<file path="src/mmsd_regs.vh">
// Purpose: constants for the memory mode and select decode block
// Assumes: included by every design file of the block
// Notes: encodings, widths, addresses and counts only; no logic here
`ifndef MMSD_REGS_VH
`define MMSD_REGS_VH

// strap encodings
`define MMSD_MEMCFG_FULL 1'h0
`define MMSD_MEMCFG_HOST 1'h1
`define MMSD_AUTOBOOT_ON 1'h0
`define MMSD_BOOTSRC_BYTE 1'h0
`define MMSD_BOOTSRC_HOST 1'h1

// boot figures
`define MMSD_BOOT_WORDS 6'h20
`define MMSD_BOOT_CNT_W 6

// overlay decode
`define MMSD_OVL_INTERNAL 2'h0
`define MMSD_OVL_EXT1 2'h1
`define MMSD_OVL_EXT2 2'h2
`define MMSD_OVL_BASE 14'h2000
`define MMSD_OVL_TOP 14'h3fff
`define MMSD_OVL_LOW_W 13

// data memory map
`define MMSD_DM_REG_BASE 14'h3fe0

// io space
`define MMSD_IO_ADDR_W 11
`define MMSD_IO_REGION_LSB 9
`define MMSD_WAIT_W 3

// combined select enable bits: pms, dms, bms, io_select
`define MMSD_CSEL_PMS 0
`define MMSD_CSEL_DMS 1
`define MMSD_CSEL_BMS 2
`define MMSD_CSEL_IO_SELECT 3
`define MMSD_CSEL_RESET 4'hb

`endif

</file>
<file path="src/mmsd_top.v">
// Purpose: memory mode straps, overlay decode, wait states and combined select
// Assumes: single clock; reset is synchronous active high, straps are pins
// Notes: boot engines live elsewhere; this block only steers and gates them
`timescale 1ns/1ps
`default_nettype none
`include "mmsd_regs.vh"

module mmsd_top #(
  parameter PROG_W = 24,
  parameter DATA_W = 16,
  parameter BOOT_WORDS = 32
) (
  // clock and reset
  input wire clk,
  input wire reset,
  // mode strap pins, asynchronous to clk
  input wire strap_autoboot,
  input wire strap_boot_src,
  // shared flag pin, memory strap during reset
  input wire shared_flag_pin_in,
  output wire shared_flag_pin_out,
  output wire shared_flag_pin_oe,
  // programmable flag from the core
  input wire flag_out_value,
  input wire flag_dir_out,
  output wire flag_in_value,
  // configuration, held by software elsewhere
  input wire [1:0] program_overlay_select,
  input wire [1:0] data_overlay_select,
  input wire [`MMSD_WAIT_W-1:0] data_ext_wait_count,
  input wire [4*`MMSD_WAIT_W-1:0] io_region_wait_counts,
  input wire [3:0] combined_select_enables_wr,
  input wire combined_select_enables_we,
  // core access request
  input wire acc_req,
  input wire acc_is_prog,
  input wire acc_is_io,
  input wire acc_io_instr,
  input wire [13:0] acc_addr,
  output wire acc_ready,
  output wire acc_ext,
  output wire acc_is_ctrl_reg,
  output wire acc_fetch_refused,
  // boot engine status
  input wire byte_dma_word_done,
  input wire host_internal_dma_port_pm0_wr,
  // individual selects, active low; bus grant active high
  input wire byte_select_n,
  input wire bus_granted,
  output wire program_select_n,
  output wire data_select_n,
  output wire io_select_n,
  output wire combined_select_n,
  // external address lines
  output reg [13:0] ext_addr,
  // mode status and select enables
  output wire host_mode,
  output wire boot_byte_dma,
  output wire boot_host_port,
  output wire run_enable,
  output wire [3:0] combined_select_enables
);
  // ****************************************
  // local states
  // ****************************************
  localparam [1:0] ST_RESET = 2'h0;
  localparam [1:0] ST_BOOT = 2'h1;
  localparam [1:0] ST_RUN = 2'h2;

  // region index from io address
  function [1:0] io_region;
    input [`MMSD_IO_ADDR_W-1:0] a;
    begin
      io_region = a[`MMSD_IO_ADDR_W-1:`MMSD_IO_REGION_LSB];
    end
  endfunction

  // ****************************************
  // strap synchronisers and latch
  // ****************************************
  reg [2:0] strap_s1_ff;
  reg [2:0] strap_s2_ff;
  reg memcfg_ff;
  reg autoboot_ff;
  reg bootsrc_ff;
  reg reset_seen_ff;

  always @(posedge clk) begin
    strap_s1_ff <= {shared_flag_pin_in, strap_autoboot, strap_boot_src};
    strap_s2_ff <= strap_s1_ff;
  end

  always @(posedge clk) begin
    if (reset) begin
      // keep tracking while reset holds; last value wins at release
      memcfg_ff <= strap_s2_ff[2];
      autoboot_ff <= strap_s2_ff[1];
      bootsrc_ff <= strap_s2_ff[0];
      reset_seen_ff <= 1'b1;
    end else begin
      // no update outside reset, whatever the flag pin does
      reset_seen_ff <= 1'b0;
    end
  end

  assign host_mode = (memcfg_ff == `MMSD_MEMCFG_HOST);
  wire boot_on = (autoboot_ff == `MMSD_AUTOBOOT_ON);
  assign boot_byte_dma = boot_on && (bootsrc_ff == `MMSD_BOOTSRC_BYTE);
  assign boot_host_port = boot_on && (bootsrc_ff == `MMSD_BOOTSRC_HOST);

  // ****************************************
  // shared flag pin
  // ****************************************
  // pin is never driven in reset so an external strap driver can own it
  assign shared_flag_pin_oe = ~reset & flag_dir_out;
  assign shared_flag_pin_out = flag_out_value;
  assign flag_in_value = strap_s2_ff[2];

  // ****************************************
  // boot hold-off
  // ****************************************
  reg [1:0] boot_st_ff;
  reg [1:0] nxt_boot_st;
  reg [`MMSD_BOOT_CNT_W-1:0] boot_cnt_ff;
  reg [`MMSD_BOOT_CNT_W-1:0] nxt_boot_cnt;
  reg start_ext_ff;

  always @* begin
    nxt_boot_st = boot_st_ff;
    nxt_boot_cnt = boot_cnt_ff;
    case (boot_st_ff)
      ST_RESET: begin
        nxt_boot_cnt = {`MMSD_BOOT_CNT_W{1'b0}};
        if (boot_byte_dma || boot_host_port) begin
          nxt_boot_st = ST_BOOT;
        end else begin
          nxt_boot_st = ST_RUN;
        end
      end
      ST_BOOT: begin
        if (boot_byte_dma) begin
          if (byte_dma_word_done) begin
            nxt_boot_cnt = boot_cnt_ff + {{(`MMSD_BOOT_CNT_W-1){1'b0}}, 1'b1};
          end
          // hold until the last of the boot words lands
          if (byte_dma_word_done &&
              boot_cnt_ff == BOOT_WORDS[`MMSD_BOOT_CNT_W-1:0] - 6'h01) begin
            nxt_boot_st = ST_RUN;
          end
        end else if (host_internal_dma_port_pm0_wr) begin
          nxt_boot_st = ST_RUN;
        end
      end
      ST_RUN: begin
        nxt_boot_st = ST_RUN;
      end
      default: begin
        nxt_boot_st = ST_RESET;
      end
    endcase
  end

  always @(posedge clk) begin
    if (reset) begin
      boot_st_ff <= ST_RESET;
      boot_cnt_ff <= {`MMSD_BOOT_CNT_W{1'b0}};
      start_ext_ff <= 1'b0;
    end else begin
      boot_st_ff <= nxt_boot_st;
      boot_cnt_ff <= nxt_boot_cnt;
      if (boot_st_ff == ST_RESET) begin
        // no-boot full mode fetches first word from external location 0
        start_ext_ff <= !boot_on && !host_mode;
      end
    end
  end

  assign run_enable = (boot_st_ff == ST_RUN) && !reset_seen_ff;

  // ****************************************
  // address decode
  // ****************************************
  wire [1:0] ovl_sel = acc_is_prog ? program_overlay_select : data_overlay_select;
  wire ovl_hit;
  wire ovl_bank;
  wire [`MMSD_OVL_LOW_W-1:0] ovl_low;
  wire ovl_a0;

  mmsd_overlay_map u_ovl (
    .overlay_sel(ovl_sel),
    .addr(acc_addr),
    .host_mode(host_mode),
    .ext_hit(ovl_hit),
    .bank_bit(ovl_bank),
    .low_addr(ovl_low),
    .lowest_line(ovl_a0)
  );

  // external program execution needs the 24-bit path; host mode is 16 only
  wire prog_ext_allowed = !host_mode && (PROG_W > DATA_W);
  // io space only through the io instructions
  wire io_ok = acc_is_io && acc_io_instr;
  wire prog_ext = acc_is_prog && (ovl_hit || start_ext_ff) && prog_ext_allowed;
  wire data_ext = !acc_is_prog && !acc_is_io && ovl_hit;
  assign acc_fetch_refused = acc_req && acc_is_prog && ovl_hit && !prog_ext_allowed;
  assign acc_ext = prog_ext | data_ext | io_ok;
  assign acc_is_ctrl_reg = !acc_is_prog && !acc_is_io && !ovl_hit &&
                           (acc_addr >= `MMSD_DM_REG_BASE);

  wire [1:0] region = io_region(acc_addr[`MMSD_IO_ADDR_W-1:0]);
  wire [`MMSD_WAIT_W-1:0] io_waits =
    io_region_wait_counts[region*`MMSD_WAIT_W +: `MMSD_WAIT_W];

  // ****************************************
  // wait states
  // ****************************************
  reg [`MMSD_WAIT_W-1:0] nxt_waits;

  always @* begin
    if (io_ok) begin
      nxt_waits = io_waits;
    end else begin
      nxt_waits = data_ext_wait_count;
    end
  end

  wire go = run_enable && acc_req && acc_ext;
  wire wg_busy;
  wire wg_done;

  mmsd_wait_gen u_wait (
    .clk(clk),
    .reset(reset),
    .start(go),
    .waits(nxt_waits),
    .busy(wg_busy),
    .done(wg_done)
  );

  // internal accesses never stall once run_enable is up
  assign acc_ready = run_enable && (!acc_ext || wg_done);

  always @(posedge clk) begin
    if (reset) begin
      ext_addr <= 14'h0000;
    end else if (go && !wg_busy) begin
      ext_addr <= ext_addr;
    end else if (go) begin
      if (io_ok) begin
        // upper three lines left as they were; only eleven are meaningful
        ext_addr <= {ext_addr[13:`MMSD_IO_ADDR_W],
                     acc_addr[`MMSD_IO_ADDR_W-1:0]};
      end else if (host_mode) begin
        ext_addr <= {13'h0000, ovl_a0};
      end else begin
        ext_addr <= {ovl_bank, ovl_low};
      end
    end
  end

  // ****************************************
  // selects
  // ****************************************
  reg [3:0] csel_en_ff;

  always @(posedge clk) begin
    if (reset) begin
      csel_en_ff <= `MMSD_CSEL_RESET;
    end else if (combined_select_enables_we) begin
      csel_en_ff <= combined_select_enables_wr;
    end
  end

  assign combined_select_enables = csel_en_ff;

  wire sel_active = go && wg_busy && !bus_granted;
  assign program_select_n = ~(sel_active && prog_ext);
  assign data_select_n = ~(sel_active && data_ext);
  assign io_select_n = ~(sel_active && io_ok);

  // same gating as the selects themselves so timing matches exactly
  assign combined_select_n = bus_granted | ~(
    (csel_en_ff[`MMSD_CSEL_PMS] & ~program_select_n) |
    (csel_en_ff[`MMSD_CSEL_DMS] & ~data_select_n) |
    (csel_en_ff[`MMSD_CSEL_BMS] & ~byte_select_n) |
    (csel_en_ff[`MMSD_CSEL_IO_SELECT] & ~io_select_n));
endmodule
`default_nettype wire

</file>
<file path="src/mmsd_wait_gen.v">
// Purpose: wait-state counter for one external access
// Assumes: start is held from the same clock until done is seen
// Notes: ready pulses one clock after the loaded count of wait cycles
`timescale 1ns/1ps
`default_nettype none
`include "mmsd_regs.vh"

module mmsd_wait_gen (
  // clock and reset
  input wire clk,
  input wire reset,
  // request
  input wire start,
  input wire [`MMSD_WAIT_W-1:0] waits,
  // answer
  output wire busy,
  output wire done
);
  reg [`MMSD_WAIT_W-1:0] cnt_ff;
  reg run_ff;
  reg done_ff;

  always @(posedge clk) begin
    if (reset) begin
      cnt_ff <= {`MMSD_WAIT_W{1'b0}};
      run_ff <= 1'b0;
      done_ff <= 1'b0;
    end else begin
      done_ff <= 1'b0;
      // no restart in the answer cycle, while the request is still held
      if (start && !run_ff && !done_ff) begin
        // zero waits completes on the next edge
        if (waits == {`MMSD_WAIT_W{1'b0}}) begin
          done_ff <= 1'b1;
        end else begin
          cnt_ff <= waits;
          run_ff <= 1'b1;
        end
      end else if (run_ff) begin
        if (cnt_ff == {{(`MMSD_WAIT_W-1){1'b0}}, 1'b1}) begin
          run_ff <= 1'b0;
          done_ff <= 1'b1;
        end
        cnt_ff <= cnt_ff - {{(`MMSD_WAIT_W-1){1'b0}}, 1'b1};
      end
    end
  end

  assign busy = run_ff | (start & ~done_ff);
  assign done = done_ff;
endmodule
`default_nettype wire

</file>
<file path="src/mmsd_overlay_map.v">
// Purpose: map an overlay field and address onto external overlay lines
// Assumes: purely combinational, same clock domain as its user
// Notes: host mode clears the bank bit and narrows the address to the lowest address line
`timescale 1ns/1ps
`default_nettype none
`include "mmsd_regs.vh"

module mmsd_overlay_map (
  // request
  input wire [1:0] overlay_sel,
  input wire [13:0] addr,
  input wire host_mode,
  // answer
  output reg ext_hit,
  output reg bank_bit,
  output reg [`MMSD_OVL_LOW_W-1:0] low_addr,
  output reg lowest_line
);
  reg in_window;

  always @* begin
    in_window = (addr >= `MMSD_OVL_BASE) && (addr <= `MMSD_OVL_TOP);
    ext_hit = 1'b0;
    bank_bit = 1'b0;
    low_addr = {`MMSD_OVL_LOW_W{1'b0}};
    lowest_line = addr[0];
    if (in_window) begin
      case (overlay_sel)
        `MMSD_OVL_EXT1: begin
          ext_hit = 1'b1;
          bank_bit = 1'b0;
        end
        `MMSD_OVL_EXT2: begin
          ext_hit = 1'b1;
          bank_bit = 1'b1;
        end
        default: begin
          ext_hit = 1'b0;
        end
      endcase
      // only the low 13 bits leave the part; host mode keeps just one line
      if (host_mode) begin
        low_addr = {{(`MMSD_OVL_LOW_W-1){1'b0}}, addr[0]};
        bank_bit = 1'b0;
      end else begin
        low_addr = addr[`MMSD_OVL_LOW_W-1:0];
      end
    end
  end
endmodule
`default_nettype wire

</file>
<file path="config.mk">
export PLATFORM = sky130hd
export DESIGN_NAME = mmsd_top
export DESIGN_NICKNAME = d
export VERILOG_FILES = /design/src/mmsd_top.v /design/src/mmsd_wait_gen.v /design/src/mmsd_overlay_map.v
export VERILOG_INCLUDE_DIRS = /design/src
export SDC_FILE = /design/constraint.sdc
export NUM_CORES = 1
export LEC_CHECK = 0
export ABC_AREA = 1
export BUFFER_PORTS_ARGS = -buffer_cell sky130_fd_sc_hd__buf_2
export CAP_MARGIN = 10
export CORE_MARGIN = 10
export CORE_UTILIZATION = 40
export CTS_CLUSTER_DIAMETER = 120
export DETAILED_ROUTE_END_ITERATION = 10
export PLACE_DENSITY = 0.67
export SLEW_MARGIN = 25
export SYNTH_ARGS = -nofsm -noshare
export SYNTH_HDL_FRONTEND = slang
export SYNTH_HIERARCHICAL = 1
export SYNTH_SLANG_ARGS = --single-unit
export TNS_END_PERCENT = 20
</file>
<file path="constraint.sdc">
create_clock -name clk -period 2.1 [get_ports clk]
set_clock_uncertainty 0.1 [all_clocks]
set_input_delay 0 -clock clk [delete_from_list [all_inputs] [get_ports clk]]
set_output_delay 0 -clock clk [all_outputs]
set_load 0.005 [all_outputs]
</file>
==> results of run 1 <==
[worst max path at each step]
stage	from	depth (start not counted)	slack [ps]	endpoint
6_report	boot_st_ff[0]	16	-20	combined_select_n
5_1_grt	boot_st_ff[0]	16	-190	combined_select_n
4_1_cts	boot_st_ff[0]	16	-60	combined_select_n
3_5_place_dp	acc_is_prog	20	-100	ext_addr[2]
3_3_place_gp	acc_is_prog	21	-30	combined_select_n
2_1_floorplan	boot_st_ff[0]	14	150	ext_addr[2]
[layer usage]
metal,vias up,part of all wire,track usage
li1,1358,-,-
met1,1217,0.43,0.181
met2,53,0.49,0.280
met3,6,0.068,0.0401
met4,0,0.0079,0.0303
met5,-,0,0
[where the power goes]
part	internal (mW)	total (mW)	switching, mW
logic	0.255	0.541	0.286
registers	0.845	0.873	0.0283
clock network	0.266	0.538	0.272
[Yosys cell counts]
| cell | instances |
|---|---|
| dfxtp_1 | 39 |
| or2_2 | 1 |
| a31oi_1 | 13 |
| nor4_1 | 1 |
| o21ai_0 | 14 |
| buf_4 | 2 |
| a211oi_1 | 2 |
| ha_1 | 8 |
| buf_2 | 4 |
| nor3_1 | 3 |
| nor2_2 | 14 |
| nand4_1 | 4 |
| nand2_1 | 54 |
| a21oi_2 | 1 |
| nand3_4 | 2 |
| clkbuf_1 | 3 |
| inv_1 | 53 |
| nor2_4 | 2 |
| a21oi_1 | 14 |
| nor2_1 | 42 |
| xor2_1 | 1 |
| buf_6 | 2 |
| nand3_1 | 34 |
| edfxtp_1 | 3 |
| inv_2 | 6 |
| nand2_2 | 6 |
| o21ai_1 | 11 |
| nand3b_1 | 1 |
[registers in the layout, indices dropped and copies added, names as in the netlist]
| name | cells |
|---|---|
| ext_addr | 14 |
| boot_cnt_ff | 6 |
| combined_select_enables | 4 |
| strap_s1_ff | 3 |
| strap_s2_ff | 3 |
| u_wait/cnt_ff | 3 |
| boot_st_ff | 2 |
| autoboot_ff | 1 |
| bootsrc_ff | 1 |
| host_mode | 1 |
| reset_seen_ff | 1 |
| start_ext_ff | 1 |
| u_wait/done | 1 |
| u_wait/run_ff | 1 |
[kinds of logic (layout without fill, tap and decap cells)]
kind of cell	after synthesis	in the layout	share of synthesized area
fa+ha+maj	8	8	0.0427
buf+inv	70	208	0.124
simple gates	164	164	0.330
compound gates	55	55	0.128
xor+xnor	1	1	0.00374
flops	42	42	0.372
[worst max-delay path, stage by stage, from the launching register on]
cell	delay (ps)
dfxtp_2	340
inv_2	80
ha_4	150
inv_4	30
nor2_4	90
inv_2	60
nor2_4	90
nand2_2	60
inv_2	60
inv_2	50
o21ai_4	150
nand3_4	100
nor2_4	150
nand3_2	80
nand2_1	70
o21ai_1	50
buf_2	120
[cell type report]
cell class,count,share of cell area
Clock inverter,1,0.00144
Timing Repair Buffer,141,0.270
Multi-Input combinational cell,228,0.360
Clock buffer,7,0.0249
Sequential cell,42,0.253
Tap cell,72,0.0260
Inverter,59,0.0653
[repair_timing]
item	CTS	global route
buffers inserted	19	1
endpoints found under the setup margin	4	22
resized for setup	17	9
hold buffers	29	0
pin swaps	9	15
endpoints found under the hold margin	23	0
[metrics by stage]
step | total power, mW | TNS [ps] | cell area [sq um] | setup slack, ps
2_1_floorplan | 1.13 | 0 | 2340 | 149
3_3_place_gp | 1.28 | -65.1 | 2880 | -30.3
3_5_place_dp | 1.29 | -1010 | 2880 | -100
4_1_cts | 1.94 | -59.2 | 3460 | -59.2
5_1_grt | 2.07 | -955 | 3470 | -187
6_report | 1.95 | -16.6 | 3470 | -16.6
==> flow_summary.yaml, run 1 <==
yosys:
  ys_types: 28
  yosysTopAreaCell: "dfxtp_1"
  yosysSeqAreaShare: 0.372
  syn_nets: 401
  netlist_area_sq_um: 2340
  synthTopCellsByArea: "dfxtp_1, nand2_1, inv_1, nand3_1, nor2_1"
  yosys_warnings: 6
  yosys.area.top_type_share: 0.333
  netlist_instances: 340
  synth.avg_cell_area_sq_um: 6.89
  ys_ff_latch: 42
worst_setup_path:
  crit_path_end_kind: "output pin"
  rrSetupSlack_ps: 90
  required_ps: 2000
  crit_fanout: 4
  critPathKind: "reg -> out"
  reg2reg_from: "boot_st_ff[0]"
  ff2ff_path_depth: 16
  r2r_end: "ext_addr[7]"
  cp_data_arrival_time_ps: 2020
  start_kind: "flop"
finish:
  antenna_cells: 0
  seq_area_sq_um: 876
  nNetsFinal: 538
  area_growth_pct: 47.9
  final_cell_mix: "buf_2, nand2_1, inv_1"
  drive_gt1_frac: 0.349
  fillers: 529
  fin_cells: 550
  final_common_cell: "buf_2"
  final_util: 0.618
  multi_input_area_sq_um: 1250
drt:
  vias: 2634
  routed_via_density: 4.79
  drt-total-wl_um: 7220
  dr.pass1.iters: 4
  drtIter0Drc: 114
  wl_per_cell_um: 13.1
  antenna_left: 0
  drc_errors: 0
min_path:
  min_from: "acc_io_instr"
  min_to: "ext_addr[8]"
  hp-class: "in -> reg"
  min_path_cells: 4
job:
  max-cap-violations: 0
place:
  gp_congestion: 0.872
  dp_hpwl_um: 5150
  io_buffers: 83
  placedCellCount: 496
clock_network:
  htree_num_levels: 2
  clk_path_buf_depth: 2
  cts_tree: "built"
  clkLatencyLatePin_ps: 290
  root_buffer: "clkbuf_8"
  clk_pin_slew_worst_paths_ps: 80
  numCtsBuffers: 5
  clock_sinks: 42
global_route:
  grt_antenna_before_repair: 0
  grt_pass1_vias: 2563
  track_usage: 0.155
  grt_pass1_wl_um: 11700
  grt_max_degree: 23
  overflow: 0
timing:
  slew_viol_final: 0
  whs_ps: 11.3
  setup_ws_ps: -16.6
  period_share: 1.01
  timing.fmax_ghz: 0.472
  final_hold_viol_count: 0
  tightest_slew_ps: 559
  period_needed_ps: 2120
  finalSetupViolations: 1
  max_slew_margin: 0.627
  grt_setup_unrepaired: "true"
power:
  powerDensity_nw_per_um2: 563
  cellLeakagePower_nw: 1.71
  vdd_ir_drop_max_uv: 485
floorplan:
  die_h_um: 96.5
  die-area_sq_um: 9320
  coreArea_sq_um: 5610
  ios: 86
  fp-row-count: 27
  initial_core_util: 0.418
  die_w_um: 96.5
status:
  outcome: "complete, but fails checks"
  violations: "negative setup slack"
(Power assumes the default switching activity.)
==> inputs of run 2 (changes only) <==
--- a/config.mk
+++ b/config.mk
@@ -10,10 +10,10 @@
 export BUFFER_PORTS_ARGS = -buffer_cell sky130_fd_sc_hd__buf_2
 export CAP_MARGIN = 10
 export CORE_MARGIN = 10
-export CORE_UTILIZATION = 40
+export CORE_UTILIZATION = 49
 export CTS_CLUSTER_DIAMETER = 120
 export DETAILED_ROUTE_END_ITERATION = 10
-export PLACE_DENSITY = 0.67
+export PLACE_DENSITY = 0.79
 export SLEW_MARGIN = 25
 export SYNTH_ARGS = -nofsm -noshare
 export SYNTH_HDL_FRONTEND = slang
==> flow_summary.yaml, run 2 (synthesis results as in run 1) <==
timing:
  slew_viol_final: 0
  timing.fmax_ghz: 0.462
  finalSetupViolations: 4
  final_hold_viol_count: 0
  period_share: 1.03
  tightest_slew_ps: 529
  tns_ps: -168
  setup_ws_ps: -66.4
  grt_setup_unrepaired: "true"
  period_needed_ps: 2170
  max_slew_margin: 0.647
floorplan:
  coreArea_sq_um: 4690
  die_h_um: 89.2
  initial_core_util: 0.499
  die-area_sq_um: 7950
  die_w_um: 89.2
  fp-row-count: 25
  ios: 86
worst_setup_path:
  reg2reg_from: "boot_st_ff[0]"
  ff2ff_path_depth: 16
  cpMostUsedCell: "inv_2"
  start_kind: "flop"
  cpPeakStageDelay_ps: 340
  critPathBufInv: 6
  crit_family: "simple AND/OR/NAND/NOR gates"
  crit_path_end_kind: "output pin"
  cp.depth: 16
  crit_end: "combined_select_n"
  crit_slowest_cell: "dfxtp_2"
  r2r_end: "ext_addr[8]"
  crit_fanout: 5
  rrSetupSlack_ps: 40
  required_ps: 2000
  critPathKind: "reg -> out"
  startpoint: "boot_st_ff[0]"
  cp_data_arrival_time_ps: 2070
  path_cells: "inv_2 -> ha_4 -> inv_2 -> nor2_4 -> inv_2 -> nor2_4 -> nand2_2 -> inv_2 -> inv_2 -> o21ai_4 -> nand3_4 -> nor2_4 -> nand3_2 -> nand2_1 -> o21ai_1 -> buf_2"
global_route:
  grt_pass1_wl_um: 11800
  grt_antenna_before_repair: 0
  overflow: 0
  grt_pass1_vias: 2628
  track_usage: 0.187
  grt_max_degree: 23
clock_network:
  clock_sinks: 42
  htree_num_levels: 2
  numCtsBuffers: 5
  cts_tree: "built"
  clk_pin_slew_worst_paths_ps: 80
  clk_path_buf_depth: 2
  clkLatencyLatePin_ps: 300
  root_buffer: "clkbuf_8"
min_path:
  hp-class: "in -> reg"
  min_from: "host_internal_dma_port_pm0_wr"
power:
  cellLeakagePower_nw: 1.72
  p_comb_frac: 0.264
  p_int_mw: 1.45
  p_seq_frac: 0.427
  p_total_mw: 2.05
  powerDensity_nw_per_um2: 591
  vdd_ir_drop_max_uv: 455
  p_clk_frac: 0.309
  p_sw_frac: 0.293
  power_switching_mw: 0.599
finish:
  nNetsFinal: 539
  largest-register: "ext_addr"
  fillers: 370
  largest_register_ff_count: 14
  drive_gt1_frac: 0.351
  final_common_cell: "buf_2"
  multi_input_area_sq_um: 1240
  final_cell_mix: "buf_2, nand2_1, inv_1"
  area_growth_pct: 47.8
  finalInstanceArea_sq_um: 3460
  seq_area_sq_um: 876
  antenna_cells: 0
drt:
  drc_errors: 0
  antenna_left: 0
  drtIter0Drc: 177
  vias: 2670
  routed_via_density: 5.01
  drt-total-wl_um: 7460
  dr.pass1.iters: 4
  wl_per_cell_um: 14.0
place:
  dp_hpwl_um: 4890
  dpl_cell_area_sq_um: 2880
  gp_congestion: 0.860
  io_buffers: 83
  pre_cts_ws_ps: -138
job:
  max-cap-violations: 0
status:
  outcome: "complete, but fails checks"
  violations: "negative setup slack"
==> run 2: cell type report <==
| type | instances | share of cell area |
|---|---|---|
| Clock buffer | 5 | 0.0199 |
| Clock inverter | 3 | 0.0116 |
| Inverter | 59 | 0.0646 |
| Multi-Input combinational cell | 228 | 0.359 |
| Sequential cell | 42 | 0.253 |
| Tap cell | 54 | 0.0195 |
| Timing Repair Buffer | 142 | 0.272 |
==> run 2: per-stage QoR <==
stage	util	std cells	hold slack, ps
floorplan	-	340	-72.3
global placement	0.613	480	-99.9
global route	0.738	533	54.0
finish	0.738	533	34.1
detailed placement	0.613	480	-99.9
CTS	0.729	531	10.5
==> run 2: worst min-delay path by stage <==
stage / to / cells after the start
after detailed placement: shared_flag_pin_out / 0
after global routing: boot_st_ff[0] / 4
after CTS: boot_st_ff[0] / 4
final: boot_st_ff[0] / 4
after global placement: shared_flag_pin_out / 0
after floorplan: reset_seen_ff / 0
==> run 2: timing repair <==
| action | 4_1_cts | 5_1_grt |
|---|---|---|
| gates cloned | 0 | 0 |
| resized for setup | 14 | 10 |
| hold buffers | 29 | 0 |
| pin swaps | 12 | 8 |
| endpoints found under the hold margin | 27 | 0 |
| setup buffers | 14 | 2 |
| setup endpoints to repair | 6 | 19 |
==> run 2: per-layer routing <==
metal,up-vias,GRT usage,wire length (um)
met5,-,0,0
met2,102,0.336,3700
met4,0,0.0737,114
met1,1186,0.201,2970
li1,1370,-,-
met3,12,0.0538,674
==> run 2: power by group through the flow <==
| stage | logic, mW | clock network, mW | registers [mW] |
|---|---|---|---|
| after floorplan | 0.253 | 0 | 0.880 |
| after global placement | 0.397 | 0 | 0.880 |
| after detailed placement | 0.405 | 0 | 0.882 |
| after CTS | 0.510 | 0.648 | 0.873 |
| after global routing | 0.604 | 0.672 | 0.880 |
| final | 0.540 | 0.633 | 0.874 |
==> run 2: tightest hold or removal path, cell delays in order <==
cell      delay (ps)
buf_2             80
a21oi_1           50
o21ai_0          170
a211oi_1         100
